### src/rtl/fdbp_pkg.sv
// constants, register map and mode type for the flexible dual-bus data port
package fdbp_pkg;

    // ------------------------------------------------------------------
    // bus widths and drive patterns
    // ------------------------------------------------------------------
    localparam int unsigned BUS_W       = 10;
    localparam int unsigned SYNC_STAGES = 2;
    localparam logic [BUS_W-1:0] BUS_ZERO     = 10'h000;
    localparam logic [BUS_W-1:0] BUS_ALL_ON   = 10'h3FF;
    localparam logic [BUS_W-1:0] BUS_MSB_ONLY = 10'h200;
    localparam int unsigned BUS_MSB     = 9;

    // ------------------------------------------------------------------
    // register map (byte addresses)
    // ------------------------------------------------------------------
    localparam int unsigned ADDR_W      = 8;
    localparam logic [7:0]  OFS_CTRL    = 8'h00;
    localparam logic [7:0]  OFS_STATUS  = 8'h04;
    localparam logic [7:0]  OFS_COUNT   = 8'h08;

    // control: register configuration enable, mode, system clock on pin two
    localparam int unsigned CTRL_REGCFG_BIT = 0;
    localparam int unsigned CTRL_MODE_LSB   = 1;
    localparam int unsigned CTRL_SYSCLK_BIT = 3;
    localparam logic [31:0] CTRL_MASK       = 32'h0000000F;
    localparam logic [31:0] CTRL_RESET      = 32'h00000000;

    // status fields
    localparam int unsigned ST_MODE_LSB  = 0;
    localparam int unsigned ST_DIRTX_BIT = 2;
    localparam int unsigned ST_REGCFG_BIT = 3;
    localparam int unsigned ST_PINFD_BIT = 4;
    localparam int unsigned ST_PINW_BIT  = 5;
    localparam int unsigned ST_CAPT_BIT  = 6;

    // count register: receive samples low half, transmit samples high half
    localparam int unsigned CNT_W       = 16;
    localparam int unsigned CNT_TX_LSB  = 16;

    localparam logic [31:0] WORD_ZERO   = 32'h00000000;

    // ------------------------------------------------------------------
    // interface modes, encoded as held in the control register
    // ------------------------------------------------------------------
    typedef enum logic [1:0] {
        full_duplex_mode,
        half_duplex_interleaved,
        half_duplex_parallel,
        compat_mode
    } fdbp_mode_t;

endpackage

### src/rtl/fdbp_port.sv
// flexible dual-bus data port: pin-side converter data interface with apb control
`timescale 1ns/1ps
`default_nettype none

module fdbp_port #(
    parameter int unsigned WORD_CYC = 8
) (
    input  wire logic                         pclk,
    input  wire logic                         presetn,
    input  wire logic                         clk_en,
    input  wire logic [fdbp_pkg::ADDR_W-1:0]  paddr,
    input  wire logic                         psel,
    input  wire logic                         penable,
    input  wire logic                         pwrite,
    input  wire logic [31:0]                  pwdata,
    output logic      [31:0]                  prdata,
    output logic                              pready,
    output logic                              pslverr,
    input  wire logic                         mode_pin_full_duplex,
    input  wire logic [fdbp_pkg::BUS_W-1:0]   upper_data_bus_in,
    output logic      [fdbp_pkg::BUS_W-1:0]   upper_data_bus_out,
    output logic      [fdbp_pkg::BUS_W-1:0]   upper_data_bus_oe,
    input  wire logic [fdbp_pkg::BUS_W-1:0]   lower_data_bus_in,
    output logic      [fdbp_pkg::BUS_W-1:0]   lower_data_bus_out,
    output logic      [fdbp_pkg::BUS_W-1:0]   lower_data_bus_oe,
    input  wire logic                         interface_pin_first_in,
    input  wire logic                         interface_pin_second_in,
    output logic                              interface_pin_second_out,
    output logic                              interface_pin_second_oe,
    output logic                              interface_pin_third_out,
    input  wire logic [fdbp_pkg::BUS_W-1:0]   rx_a_in,
    input  wire logic [fdbp_pkg::BUS_W-1:0]   rx_b_in,
    input  wire logic                         rx_strobe,
    output logic      [fdbp_pkg::BUS_W-1:0]   tx_a_out,
    output logic      [fdbp_pkg::BUS_W-1:0]   tx_b_out,
    output logic                              tx_valid
);

    localparam int unsigned BW     = fdbp_pkg::BUS_W;
    localparam int unsigned SYNC_W = 2 * BW + 3;
    localparam int unsigned HALF   = WORD_CYC / 2;
    localparam int unsigned CNT_WW = $clog2(WORD_CYC);
    localparam logic [CNT_WW-1:0] SLOT_LAST = CNT_WW'(WORD_CYC - 1);
    localparam logic [CNT_WW-1:0] SLOT_RISE = CNT_WW'(HALF - 1);
    // pins are read two cycles after the rising edge, through the synchroniser
    localparam logic [CNT_WW-1:0] SLOT_LATCH = CNT_WW'(HALF + 1);
    localparam logic [1:0] CAPT_AT = 2'(fdbp_pkg::SYNC_STAGES);

    // ------------------------------------------------------------------
    // elaboration check
    // ------------------------------------------------------------------
    if (WORD_CYC < 4 || (WORD_CYC % 2) != 0) begin : g_bad_word_cyc
        $error("WORD_CYC must be even and at least 4");
    end

    // ------------------------------------------------------------------
    // pin synchroniser
    // ------------------------------------------------------------------
    logic [SYNC_W-1:0] sync1_r;
    logic [SYNC_W-1:0] sync2_r;
    logic [BW-1:0]     s_upper;
    logic [BW-1:0]     s_lower;
    logic              s_first;
    logic              s_second;
    logic              s_strap;

    always_ff @(posedge pclk or negedge presetn) begin
        if (!presetn) begin
            sync1_r <= '0;
            sync2_r <= '0;
        end else if (clk_en) begin
            sync1_r <= {mode_pin_full_duplex, interface_pin_second_in,
                        interface_pin_first_in, lower_data_bus_in,
                        upper_data_bus_in};
            sync2_r <= sync1_r;
        end
    end

    assign s_upper  = sync2_r[BW-1:0];
    assign s_lower  = sync2_r[2*BW-1:BW];
    assign s_first  = sync2_r[2*BW];
    assign s_second = sync2_r[2*BW+1];
    assign s_strap  = sync2_r[2*BW+2];

    // ------------------------------------------------------------------
    // mode pin capture
    // ------------------------------------------------------------------
    // the synchroniser must fill before the straps are trusted
    logic [1:0] capt_cnt_r;
    logic       captured_r;
    logic       pin_fd_r;
    logic       pin_width_r;

    always_ff @(posedge pclk or negedge presetn) begin
        if (!presetn) begin
            capt_cnt_r  <= 2'h0;
            captured_r  <= 1'b0;
            pin_fd_r    <= 1'b0;
            pin_width_r <= 1'b0;
        end else if (clk_en && !captured_r) begin
            if (capt_cnt_r == CAPT_AT) begin
                captured_r  <= 1'b1;
                pin_fd_r    <= s_strap;
                pin_width_r <= s_second;
            end else begin
                capt_cnt_r <= capt_cnt_r + 2'h1;
            end
        end
    end

    // ------------------------------------------------------------------
    // apb register slave, one wait state per access
    // ------------------------------------------------------------------
    logic [31:0]            ctrl_r;
    logic [31:0]            prdata_r;
    logic                   pready_r;
    logic                   pslverr_r;
    logic [31:0]            status_w;
    fdbp_pkg::fdbp_mode_t   mode_r;
    logic                   dir_tx_r;
    logic [fdbp_pkg::CNT_W-1:0] rx_cnt_r;
    logic [fdbp_pkg::CNT_W-1:0] tx_cnt_r;

    always_comb begin
        status_w = fdbp_pkg::WORD_ZERO;
        status_w[fdbp_pkg::ST_MODE_LSB +: 2] = mode_r;
        status_w[fdbp_pkg::ST_DIRTX_BIT]     = dir_tx_r;
        status_w[fdbp_pkg::ST_REGCFG_BIT]    =
            ctrl_r[fdbp_pkg::CTRL_REGCFG_BIT];
        status_w[fdbp_pkg::ST_PINFD_BIT]     = pin_fd_r;
        status_w[fdbp_pkg::ST_PINW_BIT]      = pin_width_r;
        status_w[fdbp_pkg::ST_CAPT_BIT]      = captured_r;
    end

    always_ff @(posedge pclk or negedge presetn) begin
        if (!presetn) begin
            ctrl_r    <= fdbp_pkg::CTRL_RESET;
            prdata_r  <= fdbp_pkg::WORD_ZERO;
            pready_r  <= 1'b0;
            pslverr_r <= 1'b0;
        end else if (clk_en) begin
            pready_r  <= 1'b0;
            pslverr_r <= 1'b0;
            if (psel && penable && !pready_r) begin
                pready_r <= 1'b1;
                prdata_r <= fdbp_pkg::WORD_ZERO;
                case (paddr)
                    fdbp_pkg::OFS_CTRL: begin
                        if (pwrite) begin
                            ctrl_r <= pwdata & fdbp_pkg::CTRL_MASK;
                        end else begin
                            prdata_r <= ctrl_r;
                        end
                    end
                    fdbp_pkg::OFS_STATUS: begin
                        if (!pwrite) begin
                            prdata_r <= status_w;
                        end
                    end
                    fdbp_pkg::OFS_COUNT: begin
                        if (!pwrite) begin
                            prdata_r <= {tx_cnt_r, rx_cnt_r};
                        end
                    end
                    default: begin
                        pslverr_r <= 1'b1;
                    end
                endcase
            end
        end
    end

    assign prdata  = prdata_r;
    assign pready  = pready_r;
    assign pslverr = pslverr_r;

    // ------------------------------------------------------------------
    // effective mode and direction
    // ------------------------------------------------------------------
    logic                 reg_cfg;
    fdbp_pkg::fdbp_mode_t mode_nxt;

    assign reg_cfg = ctrl_r[fdbp_pkg::CTRL_REGCFG_BIT];

    always_comb begin
        if (reg_cfg) begin
            mode_nxt = fdbp_pkg::fdbp_mode_t'(
                ctrl_r[fdbp_pkg::CTRL_MODE_LSB +: 2]);
        end else if (pin_fd_r) begin
            mode_nxt = fdbp_pkg::full_duplex_mode;
        end else if (pin_width_r) begin
            mode_nxt = fdbp_pkg::half_duplex_interleaved;
        end else begin
            mode_nxt = fdbp_pkg::half_duplex_parallel;
        end
    end

    // ------------------------------------------------------------------
    // word slot timing and forwarded clocks
    // ------------------------------------------------------------------
    // mode and direction change only at a slot boundary so a word is
    // never cut short on the bus
    logic [CNT_WW-1:0] slot_cnt_r;
    logic              slot_end;
    logic              clk_r;
    logic              sysclk_r;
    logic              clk_nxt;
    logic              mode_ok_r;

    assign slot_end = (slot_cnt_r == SLOT_LAST);

    always_comb begin
        clk_nxt = clk_r;
        if (slot_end) begin
            clk_nxt = 1'b0;
        end else if (slot_cnt_r == SLOT_RISE) begin
            clk_nxt = 1'b1;
        end
    end

    always_ff @(posedge pclk or negedge presetn) begin
        if (!presetn) begin
            slot_cnt_r <= '0;
            clk_r      <= 1'b0;
            sysclk_r   <= 1'b0;
            mode_r     <= fdbp_pkg::full_duplex_mode;
            dir_tx_r   <= 1'b0;
            mode_ok_r  <= 1'b0;
        end else if (clk_en) begin
            slot_cnt_r <= slot_end ? '0 : slot_cnt_r + 1'b1;
            clk_r      <= clk_nxt;
            sysclk_r   <= ~sysclk_r;
            if (slot_end) begin
                mode_r   <= mode_nxt;
                dir_tx_r <= s_first;
                // the data buses and pin two stay undriven until the straps have set the mode
                mode_ok_r <= captured_r;
            end
        end
    end

    // ------------------------------------------------------------------
    // clock pins
    // ------------------------------------------------------------------
    // the system clock is forwarded halved: a flop cannot pass pclk itself
    logic if2_out_r;
    logic if2_oe_r;
    logic if3_out_r;

    always_ff @(posedge pclk or negedge presetn) begin
        if (!presetn) begin
            if2_out_r <= 1'b0;
            if2_oe_r  <= 1'b0;
            if3_out_r <= 1'b0;
        end else if (clk_en) begin
            if3_out_r <= clk_nxt;
            if (reg_cfg) begin
                if2_out_r <= ~sysclk_r;
                if2_oe_r  <= mode_ok_r &&
                             ((mode_r == fdbp_pkg::full_duplex_mode) ||
                             ctrl_r[fdbp_pkg::CTRL_SYSCLK_BIT]);
            end else begin
                if2_out_r <= clk_nxt;
                if2_oe_r  <= mode_ok_r &&
                             (mode_r == fdbp_pkg::full_duplex_mode);
            end
        end
    end

    assign interface_pin_second_out = if2_out_r;
    assign interface_pin_second_oe  = if2_oe_r;
    assign interface_pin_third_out  = if3_out_r;

    // ------------------------------------------------------------------
    // receive path
    // ------------------------------------------------------------------
    logic          rx_active;
    logic          interleaved;
    logic [BW-1:0] rx_pend_a_r;
    logic [BW-1:0] rx_pend_b_r;
    logic [BW-1:0] rx_hold_a_r;
    logic [BW-1:0] rx_hold_b_r;
    logic          phase_b_r;
    logic [BW-1:0] up_out_r;
    logic [BW-1:0] up_oe_r;
    logic [BW-1:0] lo_out_r;
    logic [BW-1:0] lo_oe_r;

    assign rx_active = mode_ok_r &&
                       ((mode_r == fdbp_pkg::full_duplex_mode) ||
                       !dir_tx_r);
    assign interleaved = (mode_r == fdbp_pkg::full_duplex_mode) ||
                         (mode_r == fdbp_pkg::half_duplex_interleaved);

    always_ff @(posedge pclk or negedge presetn) begin
        if (!presetn) begin
            rx_pend_a_r <= fdbp_pkg::BUS_ZERO;
            rx_pend_b_r <= fdbp_pkg::BUS_ZERO;
        end else if (clk_en && rx_strobe) begin
            rx_pend_a_r <= rx_a_in;
            rx_pend_b_r <= rx_b_in;
        end
    end

    always_ff @(posedge pclk or negedge presetn) begin
        if (!presetn) begin
            rx_hold_a_r <= fdbp_pkg::BUS_ZERO;
            rx_hold_b_r <= fdbp_pkg::BUS_ZERO;
            phase_b_r   <= 1'b0;
            rx_cnt_r    <= '0;
            up_out_r    <= fdbp_pkg::BUS_ZERO;
            up_oe_r     <= fdbp_pkg::BUS_ZERO;
            lo_out_r    <= fdbp_pkg::BUS_ZERO;
            lo_oe_r     <= fdbp_pkg::BUS_ZERO;
        end else if (clk_en && slot_end) begin
            up_out_r <= fdbp_pkg::BUS_ZERO;
            up_oe_r  <= fdbp_pkg::BUS_ZERO;
            lo_out_r <= fdbp_pkg::BUS_ZERO;
            lo_oe_r  <= fdbp_pkg::BUS_ZERO;
            if (!rx_active) begin
                phase_b_r <= 1'b0;
            end else if (interleaved) begin
                // both words of one pair come from the same sample
                phase_b_r <= ~phase_b_r;
                if (!phase_b_r) begin
                    rx_hold_a_r <= rx_pend_a_r;
                    rx_hold_b_r <= rx_pend_b_r;
                    rx_cnt_r    <= rx_cnt_r + 1'b1;
                end
                lo_out_r <= phase_b_r ? rx_hold_b_r : rx_pend_a_r;
                lo_oe_r  <= fdbp_pkg::BUS_ALL_ON;
                if (mode_r == fdbp_pkg::half_duplex_interleaved) begin
                    up_out_r[fdbp_pkg::BUS_MSB] <= phase_b_r;
                    up_oe_r  <= fdbp_pkg::BUS_MSB_ONLY;
                end
            end else begin
                phase_b_r   <= 1'b0;
                rx_hold_a_r <= rx_pend_a_r;
                rx_hold_b_r <= rx_pend_b_r;
                rx_cnt_r    <= rx_cnt_r + 1'b1;
                up_out_r    <= rx_pend_b_r;
                lo_out_r    <= rx_pend_a_r;
                up_oe_r     <= fdbp_pkg::BUS_ALL_ON;
                lo_oe_r     <= fdbp_pkg::BUS_ALL_ON;
            end
        end
    end

    assign upper_data_bus_out = up_out_r;
    assign upper_data_bus_oe  = up_oe_r;
    assign lower_data_bus_out = lo_out_r;
    assign lower_data_bus_oe  = lo_oe_r;

    // ------------------------------------------------------------------
    // transmit path
    // ------------------------------------------------------------------
    // a B word without a preceding A word is dropped: no pair can be made
    logic          tx_active;
    logic          tx_marker;
    logic [BW-1:0] tx_first_r;
    logic          a_seen_r;
    logic [BW-1:0] tx_a_r;
    logic [BW-1:0] tx_b_r;
    logic          tx_valid_r;

    assign tx_active = mode_ok_r &&
                       ((mode_r == fdbp_pkg::full_duplex_mode) ||
                       dir_tx_r);
    assign tx_marker = (mode_r == fdbp_pkg::full_duplex_mode) ?
                       s_first : s_lower[fdbp_pkg::BUS_MSB];

    always_ff @(posedge pclk or negedge presetn) begin
        if (!presetn) begin
            tx_first_r <= fdbp_pkg::BUS_ZERO;
            a_seen_r   <= 1'b0;
            tx_a_r     <= fdbp_pkg::BUS_ZERO;
            tx_b_r     <= fdbp_pkg::BUS_ZERO;
            tx_valid_r <= 1'b0;
            tx_cnt_r   <= '0;
        end else if (clk_en) begin
            tx_valid_r <= 1'b0;
            if (!tx_active) begin
                a_seen_r <= 1'b0;
            end else if (slot_cnt_r == SLOT_LATCH) begin
                if (mode_r == fdbp_pkg::half_duplex_parallel) begin
                    tx_a_r     <= s_upper;
                    tx_b_r     <= s_lower;
                    tx_valid_r <= 1'b1;
                    tx_cnt_r   <= tx_cnt_r + 1'b1;
                end else if (tx_marker) begin
                    tx_first_r <= s_upper;
                    a_seen_r   <= 1'b1;
                end else if (a_seen_r) begin
                    tx_a_r     <= tx_first_r;
                    tx_b_r     <= s_upper;
                    tx_valid_r <= 1'b1;
                    a_seen_r   <= 1'b0;
                    tx_cnt_r   <= tx_cnt_r + 1'b1;
                end
            end
        end
    end

    assign tx_a_out = tx_a_r;
    assign tx_b_out = tx_b_r;
    assign tx_valid = tx_valid_r;

endmodule

`default_nettype wire

### config.mk
export PLATFORM = sky130hd
export DESIGN_NAME = fdbp_port
export DESIGN_NICKNAME = d
export VERILOG_FILES = /design/src/rtl/fdbp_pkg.sv /design/src/rtl/fdbp_port.sv
export SDC_FILE = /design/constraint.sdc
export NUM_CORES = 1
export LEC_CHECK = 0
export BUFFER_PORTS_ARGS = -buffer_cell sky130_fd_sc_hd__buf_4
export CORE_MARGIN = 2
export CORE_UTILIZATION = 55
export DETAILED_ROUTE_END_ITERATION = 6
export PLACE_DENSITY = 0.82
export RECOVER_POWER = 50
export SYNTH_ARGS = -nofsm -noshare
export SYNTH_HDL_FRONTEND = slang
export SYNTH_SLANG_ARGS = --single-unit
### constraint.sdc
create_clock -name pclk -period 2.6 [get_ports pclk]
set_input_delay 0 -clock pclk [delete_from_list [all_inputs] [get_ports pclk]]
set_output_delay 0 -clock pclk [all_outputs]
set_load 0.01 [all_outputs]
==> impl_metrics.py <==
metrics = {
    "sta": {
        "clock_skew_ns": 0.0153,
        "fmax_mhz": 437,
        "drv_slew": 93,
        "finalSetupTns_ns": 0,
        "hold_viol_final": 0,
        "timing.final.crit_period_ns": 2.29,
        "layout_setup_ws_ns": 0.310,
        "worst_pin_slew_ns": 2.08,
        "whs_ns": 0.0590,
        "final-setup-viol-count": 0,
        "rsz0062_at_grt": "no",
        "max_slew_margin": -0.388,
        "fin_crit_sh": 0.881,
    },
    "yosys": {
        "synth_edf_count": 0,
        "ys.flop_type": "dfrtp_1",
        "synth-seq-area-share": 0.605,
        "synth_area_sq_um": 9010,
        "ys_ff_latch": 218,
        "synthArstFlopShare": 1.00,
        "avgSynthCellArea_sq_um": 12.7,
        "synth_warnings": 0,
        "syn-num-nets": 806,
        "synth_cell_type_count": 47,
        "synthCells": 710,
    },
    "worst_setup_path": {
        "r2r_start": "slot_cnt_r[0]",
        "r2r_slack_ns": 0.32,
        "worstSetupPathType": "in2reg",
        "end_kind": "register",
        "rr_worst_depth": 7,
        "worstPathArrival_ns": 2.71,
        "r2r_end": "rx_cnt_r[15]",
        "critPathRequiredTime_ns": 3.02,
        "cp-start-kind": "input port",
        "cp_max_fo": 27,
    },
    "job": {
        "cap_violations": 1,
    },
    "drt": {
        "via_per_inst": 5.45,
        "drc_errors": 0,
        "dr.pass1.iters": 4,
        "routed_wl_um": 20100,
        "vias": 6224,
        "drt_iter0_drc": 472,
        "wl_per_cell_um": 17.7,
        "ant_nets": 0,
    },
    "floorplanning": {
        "start_util": 0.565,
        "core_sq_um": 15900,
        "ios": 188,
        "die_w_um": 132,
        "rows": 46,
        "die-area_sq_um": 17400,
        "die_height_um": 132,
    },
    "clock_network": {
        "cts_resized": 0,
        "htreeDepth": 1,
        "tritoncts": "done",
        "worstSkewPairLatency_ns": 0.49,
        "cts_sinks": 218,
        "cts_root_buf": "clkbuf_16",
        "hold_buffers": 53,
        "clk_path_buf_depth": 3,
        "cts_buffers": 22,
        "clk_pin_slew_ns": 0.06,
        "cts_setup_buffers": 0,
    },
    "power_and_ir_drop": {
        "peakVddDrop_v": 0.000494,
        "power_density_nw_per_um2": 901,
        "p_leak_nw": 5.38,
    },
    "placed_design": {
        "dp_slack_ns": 0.336,
        "hpwl_um": 13400,
        "gp_congestion": 0.833,
        "port_buffers": 159,
    },
    "layout": {
        "layout_commonest_cell": "dfrtp_1",
        "syn2layout_area_growth_pct": 26.0,
        "antennaDiodeCount": 0,
        "nets": 1008,
        "drive_gt1_frac": 0.258,
        "fill_cells": 1145,
        "mostFrequentLayoutCells": "dfrtp_1, buf_4, mux2_2",
    },
    "grt": {
        "grt_max_degree": 94,
        "grt_pass1_wl_um": 33500,
        "grt-ovfl-total": 0,
        "grt_pass1_vias": 6575,
        "grt_use_total": 0.234,
        "antenna_found_initial": 0,
    },
    "hold_path": {
        "whs_path_depth": 3,
        "min_from": "paddr[3]",
        "min_path_type": "in2reg",
        "holdPathEnd": "ctrl_r[2]",
    },
    "status": {
        "status": "complete, but fails checks",
        "violations": "capacitance limit, slew limit",
    },
}
metal layers:
layer  global-route usage  up-vias  wire (um)
li1                     -     2892          -
met1                0.307     3101       8510
met2                0.390      178       9950
met3               0.0411       53       1000
met4               0.0960        0        688
met5                    0        -          0
kinds of logic (layout without fill, tap and decap cells):
group	count (synthesis)	after routing	share of synthesized area
DFF	218	218	0.605
and+or+nand+nor	163	163	0.0889
muxes	122	122	0.149
AOI/OAI and AO/OA	108	108	0.0843
buffers and inverters	61	276	0.0328
xor gates and xnor gates	32	32	0.0311
adders and majority gates	6	6	0.00833
cell usage after synthesis, types with 4 or more instances:
| library cell | number | area share |
|---|---|---|
| buf_1 | 5 | 0.0021 |
| nand2_1 | 75 | 0.031 |
| xor2_1 | 12 | 0.012 |
| clkbuf_1 | 28 | 0.012 |
| a21oi_1 | 25 | 0.014 |
| a22o_1 | 45 | 0.044 |
| and4_1 | 4 | 0.0039 |
| nor3_1 | 5 | 0.0028 |
| nand3_1 | 10 | 0.0056 |
| ha_1 | 6 | 0.0083 |
| inv_1 | 9 | 0.0037 |
| mux2i_1 | 35 | 0.039 |
| nand4_1 | 9 | 0.0062 |
| nor2b_1 | 6 | 0.0042 |
| nor2_1 | 32 | 0.013 |
| mux2_4 | 4 | 0.0067 |
| buf_4 | 17 | 0.014 |
| and3_1 | 4 | 0.0028 |
| o21ai_0 | 22 | 0.012 |
| dfrtp_1 | 218 | 0.61 |
| mux2_2 | 83 | 0.10 |
| xnor2_1 | 20 | 0.019 |
worst max-delay path: stages:
cell           delay (ns)
dlygate4sd3_1        0.52
clkbuf_1             0.36
buf_4                0.41
nand2_1              0.28
nor4bb_2             0.37
nand4_1              0.29
nor3_1               0.32
xor2_1               0.16
worst max-delay path by stage:
stage	from	end	slack, ns	cells after the start
3_3_place_gp	paddr[5]	ctrl_r[3]	0.45	5
2_1_floorplan	slot_cnt_r[0]	rx_cnt_r[15]	0.43	7
6_report	clk_en	rx_cnt_r[15]	0.31	8
4_1_cts	slot_cnt_r[0]	rx_cnt_r[15]	0.33	7
3_5_place_dp	slot_cnt_r[0]	rx_cnt_r[15]	0.34	7
5_1_grt	clk_en	rx_cnt_r[15]	0.05	8
layout make-up:
type                    count  area (sq um)  share of cell area
clock inverters             4          20.0             0.00176
well taps                 216           270              0.0238
inverters                   9          33.8             0.00298
repair buffers            230          1630               0.143
clock buffers              33           673              0.0593
flip-flops and latches    218          5460               0.481
multi-input cells         431          3270               0.288
flip-flops by register name, indices dropped and copies added (netlist names), 2 cells and up:
register	cells
sync1_r	23
prdata	32
rx_pend_b_r	10
rx_cnt_r	16
tx_first_r	10
tx_b_out	10
tx_a_out	10
rx_pend_a_r	10
upper_data_bus_out	10
sync2_r	23
slot_cnt_r	3
mode_r	2
upper_data_bus_oe	2
ctrl_r	4
capt_cnt_r	2
rx_hold_b_r	10
tx_cnt_r	16
lower_data_bus_out	10
power by group:
part / switching, W / leakage, nW / internal, W
Clock: 0.00124 / 0.347 / 0.00178
Sequential: 0.000595 / 2.80 / 0.00411
Combinational: 0.00130 / 2.23 / 0.00121
stage by stage:
step,instance area (sq um),utilization,total power (W),instances
2_1_floorplan,9010,-,0.00622,710
3_3_place_gp,10400,0.652,0.00720,1051
3_5_place_dp,10400,0.652,0.00737,1051
4_1_cts,11600,0.729,0.0105,1141
5_1_grt,11400,0.712,0.0108,1141
6_report,11400,0.712,0.0102,1141
Note: power is estimated with default switching activity, not from simulation.
